**src/edp_pkg.sv**
```systemverilog
/*
 * Constants for the descriptor start pointer block: register offsets,
 * field positions and reset values.
 * Assumes a byte-addressed register port with 32-bit words.
 */
`default_nettype none

package edp_pkg;

	localparam int ADDR_W = 8;
	localparam int DATA_W = 32;
	localparam int PTR_LSB = 2;
	localparam int PTR_W = DATA_W - PTR_LSB;
	localparam int NUM_CH = 2;
	localparam int CH_TX = 0;
	localparam int CH_RX = 1;

	localparam logic [ADDR_W-1:0] OFS_TX_PTR = 8'h00;
	localparam logic [ADDR_W-1:0] OFS_RX_PTR = 8'h04;
	localparam logic [ADDR_W-1:0] OFS_STATUS = 8'h08;

	localparam logic [PTR_W-1:0] PTR_RESET = 30'h0000_0000;
	localparam logic [PTR_LSB-1:0] ALIGN_ZERO = 2'h0;

	localparam int ST_TX_ACTIVE = 0;
	localparam int ST_RX_ACTIVE = 1;
	localparam int ST_DMA_ACTIVE = 2;
	localparam int ST_WR_BUSY = 3;
	localparam int ST_W = 4;

endpackage : edp_pkg

`default_nettype wire

```
**src/edp_pointers.sv**
```systemverilog
/*
 * Transmit and receive descriptor start pointers with register port,
 * completion write-back and a small status register.
 * Assumes the DMA engines and register master run on mclk.
 */
`timescale 1ns/1ps
`default_nettype none

// Summary of operation
// RULE1: The transmit pointer keeps address bits 31..2 of the first transmit descriptor.
// RULE2: The receive pointer keeps address bits 31..2 of the first receive descriptor.
// RULE3: Start addresses are word aligned; bits 1..0 are not stored and read as zero.
// RULE4: Software should not write a pointer while transmit, receive or DMA is active.
// RULE5: A successful packet overwrites its pointer with the last descriptor used.
// RULE6: Only the transmit engine sees and updates the transmit pointer.
// RULE7: Only the receive engine sees and updates the receive pointer.
// RULE8: Both pointers clear to zero at reset.

module edp_pointers (
	// Clock and reset
	input wire logic mclk,
	input wire logic rst_n,
	// Register port
	input wire logic [edp_pkg::ADDR_W-1:0] reg_addr,
	input wire logic [edp_pkg::DATA_W-1:0] reg_wdata,
	input wire logic reg_wr,
	input wire logic reg_rd,
	output logic [edp_pkg::DATA_W-1:0] reg_rdata,
	// Controller activity
	input wire logic tx_active,
	input wire logic rx_active,
	input wire logic dma_active,
	// Transmit engine
	input wire logic tx_done,
	input wire logic [edp_pkg::DATA_W-1:0] tx_last_desc,
	output logic [edp_pkg::DATA_W-1:0] tx_first_descriptor_address,
	// Receive engine
	input wire logic rx_done,
	input wire logic [edp_pkg::DATA_W-1:0] rx_last_desc,
	output logic [edp_pkg::DATA_W-1:0] rx_first_descriptor_address
);

	////////////////////////////////////////////////////////////////////////
	// Per-channel pointer storage

	logic [edp_pkg::NUM_CH-1:0] sw_we;
	logic [edp_pkg::NUM_CH-1:0] hw_we;
	logic [edp_pkg::PTR_W-1:0] hw_data [edp_pkg::NUM_CH];
	logic [edp_pkg::PTR_W-1:0] ptr_q [edp_pkg::NUM_CH];
	logic [edp_pkg::ADDR_W-1:0] ch_ofs [edp_pkg::NUM_CH];

	assign ch_ofs[edp_pkg::CH_TX] = edp_pkg::OFS_TX_PTR;
	assign ch_ofs[edp_pkg::CH_RX] = edp_pkg::OFS_RX_PTR;
	assign hw_we[edp_pkg::CH_TX] = tx_done; // see RULE6
	assign hw_we[edp_pkg::CH_RX] = rx_done; // see RULE7
	assign hw_data[edp_pkg::CH_TX] =
		tx_last_desc[edp_pkg::DATA_W-1:edp_pkg::PTR_LSB]; // see RULE5
	assign hw_data[edp_pkg::CH_RX] =
		rx_last_desc[edp_pkg::DATA_W-1:edp_pkg::PTR_LSB]; // see RULE5

	genvar gi;
	generate
		for (gi = 0; gi < edp_pkg::NUM_CH; gi++) begin : g_ch
			assign sw_we[gi] = reg_wr && (reg_addr == ch_ofs[gi]);
			edp_ptr_reg u_ptr (
				.mclk(mclk),
				.rst_n(rst_n),
				.sw_we(sw_we[gi]),
				.sw_data(reg_wdata[edp_pkg::DATA_W-1:edp_pkg::PTR_LSB]),
				.hw_we(hw_we[gi]),
				.hw_data(hw_data[gi]),
				.ptr_q(ptr_q[gi])
			); // see RULE1, see RULE2, see RULE3
		end
	endgenerate

	// Low address bits are never stored
	assign tx_first_descriptor_address =
		{ptr_q[edp_pkg::CH_TX], edp_pkg::ALIGN_ZERO}; // see RULE3 see RULE6
	assign rx_first_descriptor_address =
		{ptr_q[edp_pkg::CH_RX], edp_pkg::ALIGN_ZERO}; // see RULE3 see RULE7

	////////////////////////////////////////////////////////////////////////
	// Write-while-busy flag

	logic busy;
	logic wr_busy_q;
	logic wr_busy_d;
	logic st_wr;

	assign busy = tx_active || rx_active || dma_active;
	assign st_wr = reg_wr && (reg_addr == edp_pkg::OFS_STATUS);

	always_comb begin
		wr_busy_d = wr_busy_q;
		if (st_wr && reg_wdata[edp_pkg::ST_WR_BUSY]) begin
			wr_busy_d = 1'b0;
		end
		if ((|sw_we) && busy) begin
			wr_busy_d = 1'b1; // see RULE4
		end
	end

	always_ff @(posedge mclk) begin
		if (!rst_n) begin
			wr_busy_q <= 1'b0;
		end else begin
			wr_busy_q <= wr_busy_d;
		end
	end

	////////////////////////////////////////////////////////////////////////
	// Read data

	logic [edp_pkg::DATA_W-1:0] rdata_d;
	logic [edp_pkg::DATA_W-1:0] rdata_q;
	logic [edp_pkg::ST_W-1:0] status;

	always_comb begin
		status = '0;
		status[edp_pkg::ST_TX_ACTIVE] = tx_active;
		status[edp_pkg::ST_RX_ACTIVE] = rx_active;
		status[edp_pkg::ST_DMA_ACTIVE] = dma_active;
		status[edp_pkg::ST_WR_BUSY] = wr_busy_q;
		rdata_d = '0;
		if (reg_rd) begin
			case (reg_addr)
				edp_pkg::OFS_TX_PTR: begin
					rdata_d = tx_first_descriptor_address; // see RULE3
				end
				edp_pkg::OFS_RX_PTR: begin
					rdata_d = rx_first_descriptor_address; // see RULE3
				end
				edp_pkg::OFS_STATUS: begin
					rdata_d = {{(edp_pkg::DATA_W-edp_pkg::ST_W){1'b0}}, status};
				end
				default: begin
					rdata_d = '0;
				end
			endcase
		end
	end

	always_ff @(posedge mclk) begin
		if (!rst_n) begin
			rdata_q <= '0;
		end else begin
			rdata_q <= rdata_d;
		end
	end

	assign reg_rdata = rdata_q;

endmodule : edp_pointers

`default_nettype wire

```
**src/edp_ptr_reg.sv**
```systemverilog
/*
 * One descriptor start pointer: software load and hardware write-back.
 * Assumes write strobes come from logic on mclk.
 */
`timescale 1ns/1ps
`default_nettype none

module edp_ptr_reg (
	// Clock and reset
	input wire logic mclk,
	input wire logic rst_n,
	// Software load
	input wire logic sw_we,
	input wire logic [edp_pkg::PTR_W-1:0] sw_data,
	// Hardware write-back
	input wire logic hw_we,
	input wire logic [edp_pkg::PTR_W-1:0] hw_data,
	// Stored pointer
	output logic [edp_pkg::PTR_W-1:0] ptr_q
);

	logic [edp_pkg::PTR_W-1:0] ptr_d;

	always_comb begin
		ptr_d = ptr_q;
		if (sw_we) begin
			ptr_d = sw_data; // see RULE1
		end
		if (hw_we) begin
			ptr_d = hw_data; // see RULE5
		end
	end

	always_ff @(posedge mclk) begin
		if (!rst_n) begin
			ptr_q <= edp_pkg::PTR_RESET; // see RULE8
		end else begin
			ptr_q <= ptr_d;
		end
	end

endmodule : edp_ptr_reg

`default_nettype wire

```
**config.mk**
```make
export PLATFORM = sky130hd
export DESIGN_NAME = edp_pointers
export DESIGN_NICKNAME = d
export VERILOG_FILES = /design/src/edp_pkg.sv /design/src/edp_pointers.sv /design/src/edp_ptr_reg.sv
export SDC_FILE = /design/constraint.sdc
export NUM_CORES = 1
export LEC_CHECK = 0
export ABC_AREA = 1
export BUFFER_PORTS_ARGS = -buffer_cell sky130_fd_sc_hd__buf_4
export CORE_MARGIN = 8
export CORE_UTILIZATION = 40
export CTS_CLUSTER_SIZE = 30
export DETAILED_ROUTE_END_ITERATION = 16
export GPL_ROUTABILITY_DRIVEN = 0
export PLACE_DENSITY = 0.68
export SKIP_LAST_GASP = 1
export SLEW_MARGIN = 20
export SYNTH_ARGS = -nofsm -noshare
export SYNTH_HDL_FRONTEND = slang
export SYNTH_SLANG_ARGS = --single-unit
```
**constraint.sdc**
```tcl
create_clock -name mclk -period 1.38 [get_ports mclk]
set_clock_uncertainty 0.05 [all_clocks]
set_input_delay 0.276 -clock mclk [delete_from_list [all_inputs] [get_ports mclk]]
set_output_delay 0.276 -clock mclk [all_outputs]
set_load 0.01 [all_outputs]
```
==> results of run 1 <==
==> per-stage QoR <==
stage / setup TNS (ps) / hold slack, ps
CTS: 0 / 97.0
detailed placement: -9480 / 419
global route: 0 / 108
floorplan: 0 / 354
global placement: -7190 / 413
finish: 0 / 109
==> how the worst min path moves through the flow <==
stage | start | end | slack [ps] | cells after the start
after floorplan | rx_active | reg_rdata[1] | 350 | 2
after global placement | wr_busy_q | wr_busy_q | 410 | 2
after detailed placement | g_ch[1].u_ptr.ptr_q[19] | reg_rdata[21] | 420 | 2
after CTS | rx_active | reg_rdata[1] | 100 | 3
after global routing | rx_active | reg_rdata[1] | 110 | 3
final | rx_active | reg_rdata[1] | 110 | 3
==> synthesized netlist by cell type, drive strengths merged <==
master    n  area share, %
buf      33            4.9
conb      1          0.086
nand2   210             18
nand3    59            6.9
a21oi    60            6.9
nor2     72            6.9
clkbuf   13            1.1
inv      56            4.8
a21boi    1           0.17
dfxtp    93             43
o21ai    52            6.1
nor3      2           0.34
nand3b    4           0.69
==> metal layers <==
layer	part of all wire (%)	vias up
li1	-	2437
met1	40	2188
met2	49	197
met3	8.1	25
met4	2.8	0
met5	0	-
==> tightest hold or removal path, delay by kind of cell <==
family	cells	cell delay, ps
buffers and inverters	1	110
AND/OR/NAND/NOR	2	90
==> report_power, final <==
part	switching [mW]	internal, mW
Combinational	0.506	0.509
Clock	0.949	1.01
Sequential	0.0879	2.79
Total	1.54	4.31
==> layout make-up <==
type / instances / area [um2] / share of cell area [%]
timing repair buffer: 225 / 1790 / 28.5
clock buffer: 9 / 124 / 1.97
clock inverter: 6 / 88.8 / 1.41
tap: 140 / 175 / 2.79
inverter: 56 / 210 / 3.35
sequential: 93 / 1860 / 29.6
multi-input combinational: 464 / 2030 / 32.4
==> logic make-up (layout without fill, tap and decap cells) <==
group | count (synthesis) | in the layout | synth area share [%]
buffers and inverters | 102 | 296 | 10.9
and+or+nand+nor | 347 | 347 | 33.2
other | 1 | 4 | 0.0861
DFF | 93 | 93 | 42.7
AOI/OAI and AO/OA | 113 | 113 | 13.1
==> flip-flops by register name (all words and copies together), names as in the netlist <==
name / count
wr_busy_q: 1
g_ch.u_ptr.ptr_q: 60
reg_rdata: 32
==> results.py, run 1 <==
metrics = {
    "clocking": {
        "worstSkewPairLatency_ps": 360,
        "cts_resized": 0,
        "cts.clk_slew.worst_paths_ps": 90,
        "clk_path_buf_depth": 2,
        "cts_tree": "yes",
        "cts_root_buffer": "clkbuf_8",
        "h-tree-depth": 3,
        "cts_buffers": 9,
        "clock_sinks": 93,
        "post_cts_buffers": 0,
        "hold_buffers": 0,
    },
    "global_routing": {
        "grt_pass1_wl_um": 24700,
        "grtUsageMet2_pct": 36.4,
        "gr-total-overflow": 0,
        "use_met1_pct": 24.4,
        "grt_max_degree": 48,
        "grt_most_used_layer": "met2",
        "antenna_found_initial": 0,
        "grt_pass1_vias": 4839,
        "grtUsageTotal_pct": 21.2,
        "use_met3_pct": 5.50,
    },
    "synth": {
        "syn_avg_cell_area_um2": 6.64,
        "netlist-cell-type-count": 26,
        "netlist_area_mm2": 0.00436,
        "syn_inst": 656,
        "ys_ff_latch": 93,
        "ys_warn_count": 0,
        "ys_seq_area_share_pct": 42.7,
    },
    "setup_path": {
        "path_depth": 1,
        "critical_path_required_ps": 1050,
        "start_kind": "flop",
        "cp-end-kind": "output port",
        "crit_path_end": "tx_first_descriptor_address[2]",
        "rr_worst_depth": 4,
        "slowest_stage": "dfxtp_1",
        "r2r-start": "g_ch[1].u_ptr.ptr_q[9]",
        "critPathMaxFanout": 3,
        "worstPathCellList": "buf_4",
        "rrSetupSlack_ps": 320,
        "timing.rr.end": "reg_rdata[11]",
        "worst-setup-path-type": "reg2out",
        "cpPeakStageDelay_ps": 430,
        "crit_path_start": "g_ch[0].u_ptr.ptr_q[0]",
        "cp_top_family": "flip-flops",
        "worst-path-buf-inv": 1,
        "cp.arrival_ps": 950,
    },
    "flow_run": {
        "maxCapViolCount": 0,
    },
    "drt": {
        "drc": 0,
        "drt_iter0_markers": 402,
        "wl_per_cell_um": 15.9,
        "first_pass_iters": 5,
        "avgViaCountPerCell": 4.88,
        "ant_nets": 0,
        "vias": 4847,
        "routed_wl_um": 15800,
    },
    "place": {
        "dp_hpwl_um": 11600,
        "pre_cts_slack_ps": -189,
        "port_buffers": 198,
        "dpl_cell_area_mm2": 0.00607,
        "dpl.cell_count": 978,
    },
    "layout": {
        "layout_commonest_cell": "buf_4",
        "synthToLayoutAreaGrowth_pct": 44.2,
        "fillers": 1057,
        "diodes": 0,
        "drive_above_1_share_pct": 29.8,
        "final_cell_mix": "buf_4 (217), nand2_1 (207), dfxtp_1 (93)",
        "instances_no_fill": 993,
        "stdcell_area_mm2": 0.00628,
        "final_core_util_pct": 58.5,
        "nets": 962,
    },
    "timing": {
        "period_needed_ps": 1270,
        "grt_setup_unrepaired": "no",
        "relSlewSlack_pct": 59.0,
        "period_share_pct": 92.2,
        "setup_violations": 0,
        "final-max-slew-violation-count": 0,
        "fmax_mhz": 786,
        "hold_viol": 0,
        "worst_pin_slew_ps": 614,
        "worst_slack_ps": 108,
    },
    "pwr": {
        "power_mw": 5.85,
        "ir_worst_vdd_mv": 0.590,
        "powerDensity_mw_per_mm2": 932,
        "p_leak_nw": 3.05,
    },
    "worst_hold_path": {
        "hold_path.class": "in2reg",
    },
    "floorplan": {
        "ios": 209,
        "chipWidth_um": 120,
        "core_mm2": 0.0107,
        "dieArea_mm2": 0.0145,
        "rows": 38,
        "initial_core_util_pct": 40.5,
        "die_h_um": 120,
    },
    "run_status": {
        "outcome": "finished clean",
    },
}
(Power assumes the default switching activity.)
==> run 2: changes to the inputs <==
Settings changed: CAP_MARGIN from default to 20, PLACE_DENSITY 0.68 to 0.7.
Clock period 1.38 ns to 1.05 ns, I/O delays scaled along.
==> results.py, run 2 (same netlist as run 1, synthesis figures left out) <==
metrics = {
    "layout": {
        "largest_register_ffs": 60,
        "stdcell_area_mm2": 0.00768,
        "multiInputGateArea_mm2": 0.00223,
        "top_register": "g_ch.u_ptr.ptr_q",
        "synthToLayoutAreaGrowth_pct": 76.2,
        "diodes": 0,
        "drive_above_1_share_pct": 49.7,
        "nets": 1053,
        "final_cell_mix": "buf_4 (206), nand2_1 (201), buf_6 (97)",
        "layout_commonest_cell": "buf_4",
        "fillers": 882,
        "final_core_util_pct": 71.4,
        "register_area_mm2": 0.00198,
    },
    "setup_path": {
        "timing.rr.end": "reg_rdata[18]",
        "cpPeakStageDelay_ps": 370,
        "cp-end-kind": "output port",
        "worstPathCellList": "buf_6",
        "rrSetupSlack_ps": 40,
        "worst-path-buf-inv": 1,
        "cp_top_family": "flip-flops",
        "cp.arrival_ps": 850,
        "start_kind": "flop",
        "r2r-start": "g_ch[0].u_ptr.ptr_q[16]",
        "critical_path_required_ps": 790,
        "worst-setup-path-type": "reg2out",
        "critPathMaxFanout": 2,
        "slowest_stage": "dfxtp_4",
        "rr_worst_depth": 6,
    },
    "timing": {
        "setup_violations": 101,
        "fmax_mhz": 900,
        "period_share_pct": 106,
        "hold_viol": 0,
        "worst_slack_ps": -61.7,
        "grt_setup_unrepaired": "yes",
        "period_needed_ps": 1110,
        "final-max-slew-violation-count": 0,
    },
    "pwr": {
        "p_leak_nw": 3.66,
        "sw_frac_of_total_pct": 29.0,
        "p_seq_share_pct": 48.7,
        "p_clk_share_pct": 27.8,
        "p_int_mw": 5.56,
        "powerDensity_mw_per_mm2": 1020,
        "power_switching_mw": 2.27,
        "ir_worst_vdd_mv": 0.561,
        "comb_power_share_pct": 23.5,
        "power_mw": 7.83,
    },
    "flow_run": {
        "maxCapViolCount": 0,
    },
    "place": {
        "port_buffers": 198,
        "dp_hpwl_um": 12700,
        "dpl_cell_area_mm2": 0.00624,
    },
    "clocking": {
        "cts_tree": "yes",
        "cts_buffers": 9,
        "cts_root_buffer": "clkbuf_8",
        "clock_sinks": 93,
        "cts.clk_slew.worst_paths_ps": 90,
        "hold_buffers": 0,
        "h-tree-depth": 3,
        "worstSkewPairLatency_ps": 360,
        "clk_path_buf_depth": 2,
    },
    "worst_hold_path": {
        "hold_start": "rx_active",
        "hold_path.class": "in2reg",
        "whs_path_depth": 3,
        "min_to": "reg_rdata[1]",
    },
    "global_routing": {
        "antenna_found_initial": 0,
        "grt_max_degree": 33,
        "grtUsageTotal_pct": 23.8,
        "grt_pass1_wl_um": 27800,
        "grt_pass1_vias": 5532,
        "gr-total-overflow": 0,
    },
    "drt": {
        "wl_per_cell_um": 17.2,
        "ant_nets": 0,
        "first_pass_iters": 5,
        "met2_length_um": 9630,
        "drt_iter0_markers": 428,
        "routed_wl_um": 18700,
        "route.met3.wl_um": 1500,
        "routedLengthMet1_um": 7160,
        "vias": 5470,
        "avgViaCountPerCell": 5.04,
        "drc": 0,
        "highest_layer": "met4",
    },
    "run_status": {
        "violations": "setup timing",
        "outcome": "complete, but fails checks",
    },
    "floorplan": {
        "rows": 38,
        "die_h_um": 120,
        "ios": 209,
        "core_mm2": 0.0107,
        "chipWidth_um": 120,
        "initial_core_util_pct": 40.5,
        "dieArea_mm2": 0.0145,
    },
}
[run 2: changes by cell type in the layout (fill, tap and decap cells not counted), sizes merged]
| cell | change |
|---|---|
| buf | +89 |
| bufinv | -2 |
| clkbuf | +2 |
| clkinv | +2 |
| clkinvlp | +2 |
| inv | -1 |
[run 2: final cells by class]
cell class                      count  area share [%]
Clock inverter                      7           0.652
Multi-Input combinational cell    464            29.0
Timing Repair Buffer              316            37.8
Clock buffer                        9            1.61
Tap cell                          140            2.28
Sequential cell                    93            25.8
Inverter                           56            2.82
[run 2: per-layer routing]
metal,global-route usage [%],up-vias
met3,5.83,36
met5,0,-
met4,8.74,0
met1,26.2,2560
met2,43.3,257
li1,-,2617
[run 2: per-stage QoR]
stage / instances / hold slack (ps) / setup slack, ps / setup TNS [ps]
finish: 1085 / 38.4 / -61.7 / -2680
global route: 1085 / 33.2 / -92.4 / -6250
CTS: 1063 / 36.2 / -80.6 / -2660
detailed placement: 991 / 416 / -484 / -33900
global placement: 991 / 405 / -409 / -30450
floorplan: 659 / 278 / -92.1 / -4860
[run 2: worst max-delay path by stage]
| stage | startpoint | endpoint | slack (ps) | cells after the start |
|---|---|---|---|---|
| final | g_ch[0].u_ptr.ptr_q[0] | tx_first_descriptor_address[2] | -60 | 1 |
| after global routing | g_ch[0].u_ptr.ptr_q[19] | tx_first_descriptor_address[21] | -90 | 1 |
| after CTS | g_ch[0].u_ptr.ptr_q[0] | tx_first_descriptor_address[2] | -80 | 1 |
| after detailed placement | reg_addr[1] | reg_rdata[11] | -480 | 9 |
| after global placement | reg_addr[1] | g_ch[1].u_ptr.ptr_q[0] | -410 | 10 |
| after floorplan | reg_addr[1] | g_ch[0].u_ptr.ptr_q[10] | -90 | 8 |
[run 2: power by group through the flow]
stage / sequential [mW] / clock, mW / combinational, mW
floorplan: 3.91 / 0 / 0.553
global placement: 3.87 / 0 / 1.37
detailed placement: 3.88 / 0 / 1.39
CTS: 3.81 / 2.18 / 1.71
global route: 3.83 / 2.38 / 1.98
finish: 3.81 / 2.18 / 1.84
[run 2: what timing repair did]
item | 4_1_cts | 5_1_grt
gates cloned | 1 | 2
resized for setup | 187 | 36
endpoints found under the setup margin | 142 | 153
pin swaps | 0 | 5
buffers inserted | 55 | 20
==> run 3: changes to the inputs <==
Settings changed: PLACE_DENSITY 0.7 to 0.79.
==> results.py, run 3 (same netlist as run 1, synthesis figures left out) <==
metrics = {
    "run_status": {
        "outcome": "complete, but fails checks",
        "violations": "setup timing",
    },
    "setup_path": {
        "critical_path_required_ps": 790,
        "crit_path_start": "g_ch[1].u_ptr.ptr_q[27]",
        "worst-path-buf-inv": 1,
        "path_depth": 1,
        "slowest_stage": "dfxtp_2",
        "cp.arrival_ps": 830,
        "rrSetupSlack_ps": 60,
        "cp_top_family": "flip-flops",
        "critPathMaxFanout": 2,
        "timing.rr.end": "reg_rdata[6]",
        "start_kind": "flop",
        "crit_path_end": "rx_first_descriptor_address[29]",
        "r2r-start": "g_ch[0].u_ptr.ptr_q[4]",
        "worst-setup-path-type": "reg2out",
        "worstPathCellList": "buf_6",
        "cp-end-kind": "output port",
        "rr_worst_depth": 6,
        "cpPeakStageDelay_ps": 360,
    },
    "drt": {
        "routed_wl_um": 19200,
        "vias": 5596,
        "drt_iter0_markers": 510,
        "wl_per_cell_um": 17.6,
        "drc": 0,
        "ant_nets": 0,
        "first_pass_iters": 6,
        "avgViaCountPerCell": 5.12,
    },
    "timing": {
        "setup_violations": 92,
        "fmax_mhz": 914,
        "grt_setup_unrepaired": "yes",
        "final-max-slew-violation-count": 0,
        "worst_slack_ps": -44.0,
        "period_needed_ps": 1090,
        "period_share_pct": 104,
        "finalHoldWorstSlack_ps": 37.8,
        "hold_viol": 0,
    },
    "place": {
        "dp_hpwl_um": 12200,
        "dpl_cell_area_mm2": 0.00643,
        "dpl.cell_count": 1004,
        "port_buffers": 198,
    },
    "clocking": {
        "cts_tree": "yes",
        "h-tree-depth": 3,
        "cts_root_buffer": "clkbuf_8",
        "clk_path_buf_depth": 2,
        "clock_sinks": 93,
        "worstSkewPairLatency_ps": 360,
        "cts_buffers": 9,
        "cts.clk_slew.worst_paths_ps": 110,
    },
    "floorplan": {
        "ios": 209,
        "core_mm2": 0.0107,
        "die_h_um": 120,
        "chipWidth_um": 120,
        "rows": 38,
        "dieArea_mm2": 0.0145,
        "initial_core_util_pct": 40.5,
    },
    "worst_hold_path": {
        "hold_path.class": "in2reg",
    },
    "layout": {
        "drive_above_1_share_pct": 50.8,
        "fillers": 792,
        "stdcell_area_mm2": 0.00783,
        "instances_no_fill": 1093,
        "layout_commonest_cell": "buf_4",
        "synthToLayoutAreaGrowth_pct": 79.8,
        "largest_register_ffs": 60,
        "top_register": "g_ch.u_ptr.ptr_q",
        "final_cell_mix": "buf_4 (206), nand2_1 (199), buf_6 (102)",
        "diodes": 0,
        "nets": 1061,
    },
    "global_routing": {
        "grt_max_degree": 48,
        "antenna_found_initial": 0,
        "grtUsageTotal_pct": 24.3,
        "grt_pass1_vias": 5429,
        "grt_pass1_wl_um": 28300,
        "gr-total-overflow": 0,
    },
    "pwr": {
        "power_mw": 8.53,
        "powerDensity_mw_per_mm2": 1090,
        "p_leak_nw": 3.75,
        "ir_worst_vdd_mv": 0.903,
    },
    "flow_run": {
        "maxCapViolCount": 0,
    },
}
run 3: changes by cell type in the layout (fill, tap and decap cells not counted), sizes merged:
cell and change:
buf +9, bufinv +2, clkinv -2, clkinvlp -2, inv +1
run 3: how the worst min path moves through the flow:
stage	start	to	slack, ps	cells past startpoint
finish	rx_active	reg_rdata[1]	40	3
global route	rx_active	reg_rdata[1]	40	3
CTS	rx_active	reg_rdata[1]	20	3
detailed placement	rx_active	reg_rdata[1]	410	3
global placement	reg_wdata[24]	g_ch[1].u_ptr.ptr_q[22]	400	3
floorplan	reg_wdata[24]	g_ch[1].u_ptr.ptr_q[22]	280	2
run 3: metal layers:
metal	GRT usage (%)	vias up	wire length [um]
met1	28.6	2621	7510
li1	-	2639	-
met5	0	-	0
met4	10.1	0	738
met2	42.0	278	9570
met3	5.36	58	1430
run 3: repair_timing:
action,4_1_cts,5_1_grt
gates cloned,0,2
pin swaps,0,17
endpoints found under the setup margin,102,165
endpoints found under the hold margin,0,0
buffers inserted,53,18
gates resized for setup,170,62
hold buffers,0,0
run 3: area by class of cell:
class | count | area (um2) | share of cell area (%)
Timing Repair Buffer | 324 | 3010 | 38.4
Multi-Input combinational cell | 464 | 2220 | 28.3
Sequential cell | 93 | 1980 | 25.3
Inverter | 56 | 219 | 2.80
Tap cell | 140 | 175 | 2.24
Clock buffer | 10 | 138 | 1.76
Clock inverter | 6 | 93.8 | 1.20
run 3: metrics by stage:
step	utilization, %	worst slack [ps]	TNS, ps
2_1_floorplan	-	-92.1	-4860
3_3_place_gp	59.8	-430	-26610
3_5_place_dp	59.8	-410	-28640
4_1_cts	69.8	-48.2	-2470
5_1_grt	72.9	-82.2	-5240
6_report	72.9	-44.0	-1600
run 3: worst min-delay path, delay by kind of cell:
kind | cells | cell delay [ps]
buf+inv | 1 | 110
simple gates | 2 | 100
run 3: where the power goes:
| group | leakage [nW] | total (mW) | switching (mW) | internal [mW] |
|---|---|---|---|---|
| Combinational | 2.84 | 1.92 | 0.861 | 1.05 |
| Clock | 0.113 | 2.81 | 1.39 | 1.43 |
| Sequential | 0.798 | 3.81 | 0.113 | 3.69 |
| Total | 3.75 | 8.53 | 2.36 | 6.17 |
